File: src/rtl/ppfm_pkg.sv
// shared constants and types for the port pin function mux
package ppfm_pkg;

   // function select codes, gpio is code zero so reset lands on it
   localparam logic [1:0] PPFM_SEL_GPIO  = 2'h0;
   localparam logic [1:0] PPFM_SEL_ALT1  = 2'h1;
   localparam logic [1:0] PPFM_SEL_ALT2  = 2'h2;
   localparam logic [1:0] PPFM_SEL_ALT3  = 2'h3;
   localparam logic [1:0] PPFM_SEL_RESET = PPFM_SEL_GPIO;

   // pin a5: gpio, motor out five, timer three, fault two
   // pin a6: gpio, fault zero, timer zero
   // pin b0: gpio, spi clock, i2c clock
   // pin b1: gpio, spi slave select, i2c data
   localparam int PPFM_NUM_PINS = 4;
   localparam int PPFM_PIN_A5   = 0;
   localparam int PPFM_PIN_A6   = 1;
   localparam int PPFM_PIN_B0   = 2;
   localparam int PPFM_PIN_B1   = 3;

   // inactive levels seen by unselected peripheral inputs
   localparam logic PPFM_FAULT_IDLE = 1'b0;
   localparam logic PPFM_TIMER_IDLE = 1'b0;
   localparam logic PPFM_SCLK_IDLE  = 1'b0;
   localparam logic PPFM_SS_IDLE_N  = 1'b1;
   localparam logic PPFM_I2C_IDLE   = 1'b1;

   // reset values of gpio state
   localparam logic [3:0] PPFM_DIR_RESET = 4'h0;
   localparam logic [3:0] PPFM_OUT_RESET = 4'h0;

   typedef logic [1:0] ppfm_sel_t;

endpackage

File: src/rtl/ppfm_pin_cell.sv
// one pad-side cell: picks drive value and enable for a pin
`timescale 1ns/1ps
`default_nettype none
module ppfm_pin_cell (
   // selected function drive
   input  wire logic drv_i,
   input  wire logic drv_en_i,
   // pad side, enable active low
   output logic      pad_o,
   output logic      pad_oe_n_o
);
   // open pad whenever the function does not drive
   always_comb begin
      pad_o      = drv_en_i ? drv_i : 1'b0;
      pad_oe_n_o = ~drv_en_i;
   end
endmodule
`default_nettype wire

File: src/rtl/ppfm_mux.sv
// pin function mux for pins a5, a6, b0 and b1
`timescale 1ns/1ps
`default_nettype none
module ppfm_mux
   import ppfm_pkg::*;
#(
   parameter int NUM_PINS = ppfm_pkg::PPFM_NUM_PINS
) (
   // clock and reset
   input  wire logic                 clk_sys_i,
   input  wire logic                 sys_rst_i,
   // selection from system_integration_unit, loaded on write strobe
   input  wire logic                 sel_wr_i,
   input  wire ppfm_pkg::ppfm_sel_t  sel_a5_i,
   input  wire ppfm_pkg::ppfm_sel_t  sel_a6_i,
   input  wire ppfm_pkg::ppfm_sel_t  sel_b0_i,
   input  wire ppfm_pkg::ppfm_sel_t  sel_b1_i,
   output logic [1:0]                sel_a5_o,
   output logic [1:0]                sel_a6_o,
   output logic [1:0]                sel_b0_o,
   output logic [1:0]                sel_b1_o,
   // gpio control, bit order a5 a6 b0 b1
   input  wire logic                 gpio_wr_i,
   input  wire logic [NUM_PINS-1:0]  gpio_dir_i,
   input  wire logic [NUM_PINS-1:0]  gpio_out_i,
   output logic [NUM_PINS-1:0]       gpio_dir_o,
   output logic [NUM_PINS-1:0]       gpio_in_o,
   // motor output unit
   input  wire logic                 motor_output_five_i,
   output logic                      ext_fault_in_zero_o,
   output logic                      ext_fault_in_two_o,
   // timer unit
   input  wire logic                 timer_chan_three_i,
   input  wire logic                 timer_chan_three_oe_i,
   output logic                      timer_chan_three_o,
   input  wire logic                 timer_chan_zero_i,
   input  wire logic                 timer_chan_zero_oe_i,
   output logic                      timer_chan_zero_o,
   output logic                      timer_chan_zero_on_a6_o,
   // queued_serial_unit
   input  wire logic                 spi_master_i,
   input  wire logic                 spi_clock_i,
   output logic                      spi_clock_o,
   output logic                      spi_slave_select_n_o,
   // i2c unit, open drain: drives low only
   input  wire logic                 i2c_scl_low_i,
   input  wire logic                 i2c_sda_low_i,
   output logic                      i2c_scl_o,
   output logic                      i2c_sda_o,
   // pads, enable active low
   input  wire logic [NUM_PINS-1:0]  pad_i,
   output logic [NUM_PINS-1:0]       pad_o,
   output logic [NUM_PINS-1:0]       pad_oe_n_o
);

   ////////////////////////////////////////////////////////////////////////////
   // selection and gpio state
   ppfm_sel_t            sel_a5_q, sel_a5_d;
   ppfm_sel_t            sel_a6_q, sel_a6_d;
   ppfm_sel_t            sel_b0_q, sel_b0_d;
   ppfm_sel_t            sel_b1_q, sel_b1_d;
   logic [NUM_PINS-1:0]  dir_q, dir_d;
   logic [NUM_PINS-1:0]  out_q, out_d;

   always_comb begin
      sel_a5_d = sel_a5_q;
      sel_a6_d = sel_a6_q;
      sel_b0_d = sel_b0_q;
      sel_b1_d = sel_b1_q;
      if (sel_wr_i) begin
         sel_a5_d = sel_a5_i;
         sel_a6_d = sel_a6_i;
         sel_b0_d = sel_b0_i;
         sel_b1_d = sel_b1_i;
      end
   end

   always_comb begin
      dir_d = dir_q;
      out_d = out_q;
      if (gpio_wr_i) begin
         dir_d = gpio_dir_i;
         out_d = gpio_out_i;
      end
   end

   always_ff @(posedge clk_sys_i) begin
      if (sys_rst_i) begin
         sel_a5_q <= PPFM_SEL_RESET;
         sel_a6_q <= PPFM_SEL_RESET;
         sel_b0_q <= PPFM_SEL_RESET;
         sel_b1_q <= PPFM_SEL_RESET;
         dir_q    <= PPFM_DIR_RESET;
         out_q    <= PPFM_OUT_RESET;
      end else begin
         sel_a5_q <= sel_a5_d;
         sel_a6_q <= sel_a6_d;
         sel_b0_q <= sel_b0_d;
         sel_b1_q <= sel_b1_d;
         dir_q    <= dir_d;
         out_q    <= out_d;
      end
   end

   ////////////////////////////////////////////////////////////////////////////
   // pad input capture; pins are taken as synchronous already
   logic [NUM_PINS-1:0] pin_q, pin_d;

   // registered so data outputs come from flip-flops
   always_comb begin
      pin_d = pad_i;
   end

   always_ff @(posedge clk_sys_i) begin
      if (sys_rst_i) begin
         pin_q <= PPFM_OUT_RESET;
      end else begin
         pin_q <= pin_d;
      end
   end

   ////////////////////////////////////////////////////////////////////////////
   // drive selection per pin
   logic [NUM_PINS-1:0] drv, drv_en;

   always_comb begin
      drv    = out_q;
      drv_en = dir_q;
      // pin a5
      case (sel_a5_q)
         PPFM_SEL_GPIO: begin
         end
         PPFM_SEL_ALT1: begin
            drv[PPFM_PIN_A5]    = motor_output_five_i;
            drv_en[PPFM_PIN_A5] = 1'b1;
         end
         PPFM_SEL_ALT2: begin
            drv[PPFM_PIN_A5]    = timer_chan_three_i;
            drv_en[PPFM_PIN_A5] = timer_chan_three_oe_i;
         end
         default: begin
            drv_en[PPFM_PIN_A5] = 1'b0; // fault input only
         end
      endcase
      // pin a6
      case (sel_a6_q)
         PPFM_SEL_GPIO: begin
         end
         PPFM_SEL_ALT2: begin
            drv[PPFM_PIN_A6]    = timer_chan_zero_i;
            drv_en[PPFM_PIN_A6] = timer_chan_zero_oe_i;
         end
         default: begin
            drv_en[PPFM_PIN_A6] = 1'b0; // fault input, spare code too
         end
      endcase
      // pin b0
      case (sel_b0_q)
         PPFM_SEL_GPIO: begin
         end
         PPFM_SEL_ALT1: begin
            drv[PPFM_PIN_B0]    = spi_clock_i;
            drv_en[PPFM_PIN_B0] = spi_master_i;
         end
         PPFM_SEL_ALT2: begin
            drv[PPFM_PIN_B0]    = 1'b0;
            drv_en[PPFM_PIN_B0] = i2c_scl_low_i;
         end
         default: begin
            drv_en[PPFM_PIN_B0] = 1'b0;
         end
      endcase
      // pin b1: slave select is input only here
      case (sel_b1_q)
         PPFM_SEL_GPIO: begin
         end
         PPFM_SEL_ALT2: begin
            drv[PPFM_PIN_B1]    = 1'b0;
            drv_en[PPFM_PIN_B1] = i2c_sda_low_i;
         end
         default: begin
            drv_en[PPFM_PIN_B1] = 1'b0;
         end
      endcase
   end

   // one pad cell per pin
   for (genvar g = 0; g < NUM_PINS; g++) begin : g_pad
      ppfm_pin_cell u_cell (
         .drv_i      (drv[g]),
         .drv_en_i   (drv_en[g]),
         .pad_o      (pad_o[g]),
         .pad_oe_n_o (pad_oe_n_o[g])
      );
   end

   ////////////////////////////////////////////////////////////////////////////
   // peripheral inputs, idle level when not selected
   // gate inputs by select
   always_comb begin
      ext_fault_in_two_o      = PPFM_FAULT_IDLE;
      ext_fault_in_zero_o     = PPFM_FAULT_IDLE;
      timer_chan_three_o      = PPFM_TIMER_IDLE;
      timer_chan_zero_o       = PPFM_TIMER_IDLE;
      timer_chan_zero_on_a6_o = 1'b0;
      spi_clock_o             = PPFM_SCLK_IDLE;
      spi_slave_select_n_o    = PPFM_SS_IDLE_N;
      i2c_scl_o               = PPFM_I2C_IDLE;
      i2c_sda_o               = PPFM_I2C_IDLE;
      if (sel_a5_q == PPFM_SEL_ALT3) begin
         ext_fault_in_two_o = pin_q[PPFM_PIN_A5];
      end
      if (sel_a6_q == PPFM_SEL_ALT1) begin
         ext_fault_in_zero_o = pin_q[PPFM_PIN_A6];
      end
      if (sel_a5_q == PPFM_SEL_ALT2) begin
         timer_chan_three_o = pin_q[PPFM_PIN_A5];
      end
      // flag tells timer which pin carries zero
      if (sel_a6_q == PPFM_SEL_ALT2) begin
         timer_chan_zero_o       = pin_q[PPFM_PIN_A6];
         timer_chan_zero_on_a6_o = 1'b1;
      end
      // slave clock input; pad hysteresis lives outside this logic
      if (sel_b0_q == PPFM_SEL_ALT1 && !spi_master_i) begin
         spi_clock_o = pin_q[PPFM_PIN_B0];
      end
      if (sel_b1_q == PPFM_SEL_ALT1 && !spi_master_i) begin
         spi_slave_select_n_o = pin_q[PPFM_PIN_B1];
      end
      if (sel_b0_q == PPFM_SEL_ALT2) begin
         i2c_scl_o = pin_q[PPFM_PIN_B0];
      end
      if (sel_b1_q == PPFM_SEL_ALT2) begin
         i2c_sda_o = pin_q[PPFM_PIN_B1];
      end
   end

   // status back to software
   always_comb begin
      sel_a5_o   = sel_a5_q;
      sel_a6_o   = sel_a6_q;
      sel_b0_o   = sel_b0_q;
      sel_b1_o   = sel_b1_q;
      gpio_dir_o = dir_q;
      gpio_in_o  = pin_q;
   end

endmodule
`default_nettype wire

File: config.mk
export PLATFORM = sky130hd
export DESIGN_NAME = ppfm_mux
export DESIGN_NICKNAME = d
export VERILOG_FILES = /design/src/rtl/ppfm_pkg.sv /design/src/rtl/ppfm_pin_cell.sv /design/src/rtl/ppfm_mux.sv
export SDC_FILE = /design/constraint.sdc
export NUM_CORES = 1
export LEC_CHECK = 0
export BUFFER_PORTS_ARGS = -buffer_cell sky130_fd_sc_hd__buf_2
export CORE_MARGIN = 2
export CORE_UTILIZATION = 38
export DETAILED_ROUTE_END_ITERATION = 6
export PLACE_DENSITY = 0.75
export RECOVER_POWER = 50
export SYNTH_ARGS = -nofsm -noshare
export SYNTH_HDL_FRONTEND = slang
export SYNTH_SLANG_ARGS = --single-unit
File: constraint.sdc
create_clock -name clk_sys_i -period 1.3 [get_ports clk_sys_i]
set_input_delay 0.065 -clock clk_sys_i [delete_from_list [all_inputs] [get_ports clk_sys_i]]
set_output_delay 0.065 -clock clk_sys_i [all_outputs]
set_load 0.02 [all_outputs]
==> run summary <==
Status: finished with violations
Violated checks: negative setup slack
Worst Skew: 0 ns
Async set or reset register ratio after synthesis: 0
Gpl congestion: 0.837
Initial antenna violation count: 0
Global-route wire length before repair: 4380 um
Max stage delay cell, worst path: dfxtp_4
CP Cell Sequence: inv_2 -> ha_4 -> a221oi_2 -> or2_1 -> a211oi_2 -> buf_4
Synth Flop Type: dfxtp_1
Routed len/inst: 13.0 um
Leakage: 0.865 nW
Area grow syn2layout: 68.3%
CP Max Fanout: 3
Register area: 424 um^2
CP endpoint kind: output pin
Ports: 66
Critical Path AT: 1.56 ns
Highest Clock Rate: 615 MHz
Vias in the first global route: 984
Final nets: 229
Nature of the critical path startpoint: register
Pwr per Cell Area: 797 mW/mm^2
Hold Vio Cnt, Final: 0
Largest cells by area after synthesis: dfxtp_1 38%, mux2i_1 18%, ha_1 11%
Clk_lat worst skew: 0.29 ns
Max Cap Viol: 0
Hold Startpoint: sel_b1_i[0]
Grt total ovfl: 0
Final Max Tran Viols: 0
Combinational family with the most area after synthesis: simple AND/OR/NAND/NOR gates
Placed insts: 192
Total Power: 1.41 mW
Gate Count Post-Synth: 108
Fillers: 225
DP HPWL: 1850 um
PortBufs: 65
Via count: 1004
Dominant cell type by area after synthesis: dfxtp_1
Unrepaired setup endpoints after global routing: yes
Core area: 0.00269 mm^2
Multi-input gate area: 672 um^2
Seq/Total Area, Yosys: 0.381
H-tree levels: 1
Simple-gate share of the synthesized area: 0.200
FF+latch count, synth: 20
DRT Pass-1 Iters: 4
Via-to-Cell Ratio: 4.63
Finished Layout Cells: 217
Largest net degree at the start of global routing: 21
Layout cells sized above 1: 0.586
Final worst slack: -0.326 ns
Top-area cell type share of the netlist area: 0.381
EDFF count, synth: 0
GRT Overall Usage: 0.174
Routed Antenna Nets: 0
Synth cell count leaders: 20 x dfxtp_1, 19 x mux2i_1, 19 x nor2_1
Iter 0 DRT Violations: 25
Reg-to-Reg Start: sel_a5_o[0]$_SDFFE_PP0P_
Slowest Stage Delay on Critical Path: 0.40 ns
Distinct cells, synth: 26
Peak supply drop: 617 uV
Worst-case clock buffer depth: 2
Synth Net Count: 150
Routed wire length: 2810 um
Synthesis Warnings: 0
Rel. slew slack: 0.761
Mux cell area share after synthesis: 0.181
Post-synthesis compound-gate area fraction: 0.0417
CTS Buf Count: 3
Critical Setup Path Class: register to output pin
Area of the die: 0.00320 mm^2
Sink Count: 20
TritonCTS clock tree: built
Tcrit/Tclk final: 1.25
CTS clock-pin slew for the worst setup and hold paths: 0.11 ns
Min Clock Period, post-route: 1.63 ns
XOR/XNOR Fraction of Synth Area: 0
Row Count: 19
Most common cell in the netlist: dfxtp_1
Post-Syn Area: 0.00105 mm^2
Diode count: 0
Syn avg cell area: 9.72 um^2
WP data required: 1.24 ns
Post-Synth Adder-Cell Area: 0.107
Remaining routing DRC violations: 0
Chip height: 56.6 um
Worst Tran Pin Value: 0.359 ns
Setup violation total in the final timing report: 8
Die W: 56.6 um
Initial Utilization: 0.391
Worst Setup SP: sel_a5_o[1]$_SDFFE_PP0P_
Hold WC Path Type: input port to register
Root buffer cell: clkbuf_4
final timing paths:
path	to	slack, ns	cells after the start
worst max-delay path	pad_o[0]	-0.33	6
worst min-delay path	sel_b1_o[0]$_SDFFE_PP0P_	0.01	3
worst max register to register	sel_a5_o[0]$_SDFFE_PP0P_	0.27	5
worst min register to register	out_q[3]$_SDFFE_PP0P_	0.51	2
layout by cell type, fill, tap and decap left out, types with 4 or more instances in the layout:
cell	count
buf_2	51
nor2_1	18
buf_6	13
dfxtp_1	13
nor2b_1	4
dlygate4sd3_1	9
buf_4	12
ha_4	5
dfxtp_4	6
mux2i_1	19
layout make-up:
type,instances,share of cell area
inverters,4,0.0113
multi-input cells,72,0.380
clock buffers,4,0.0149
well taps,31,0.0220
flip-flops and latches,20,0.240
repair buffers,86,0.331
where the power goes:
group | internal, mW | switching (mW) | total (mW)
sequential | 0.645 | 0.0350 | 0.680
clock | 0.119 | 0.178 | 0.297
combinational | 0.224 | 0.206 | 0.431
logic make-up after synthesis:
kind of cell / Yosys count
buffers and inverters: 16
multiplexers: 19
adder cells (fa/ha/maj): 9
flip-flops: 20
AND/OR/NAND/NOR: 39
AO/OA/AOI/OAI: 5
layer usage:
| metal | global-route usage | wire [um] | share of wire |
|---|---|---|---|
| met3 | 0.0461 | 166 | 0.059 |
| met4 | 0.0476 | 29 | 0.010 |
| met1 | 0.181 | 1090 | 0.39 |
| met5 | 0 | 0 | 0 |
| met2 | 0.337 | 1530 | 0.54 |
through the flow:
step | utilization | hold slack, ns | setup slack [ns] | TNS (ns) | cell area, um^2
floorplan | - | 0.193 | -0.00896 | -0.00896 | 1070
global placement | 0.504 | 0.275 | 0.0364 | 0 | 1350
detailed placement | 0.504 | 0.286 | -0.0328 | -0.0511 | 1350
CTS | 0.623 | 0.000959 | -0.306 | -1.42 | 1670
global route | 0.658 | 0.00680 | -0.449 | -2.38 | 1770
finish | 0.658 | 0.0119 | -0.326 | -1.38 | 1770
registers in the layout (all words and copies together) (netlist names):
name and flops:
gpio_dir_o 4, gpio_in_o 4, out_q 4, sel_a5_o 2
sel_a6_o 2, sel_b0_o 2, sel_b1_o 2
critical path: cells and delay by family, from the launching register on:
kind | cells | cell delay [ns]
AO/OA/AOI/OAI | 2 | 0.28
flip-flops | 1 | 0.40
buffers and inverters | 2 | 0.23
adder cells (fa/ha/maj) | 1 | 0.16
AND/OR/NAND/NOR | 1 | 0.19
repair_timing:
item / 4_1_cts / 5_1_grt
gates resized for setup: 40 / 21
endpoints found under the setup margin: 12 / 14
hold buffers: 9 / 0
buffers inserted: 9 / 3
hold endpoints to repair: 9 / 0
pin swaps: 5 / 4
No activity file was read; power rests on OpenSTA's default activity.
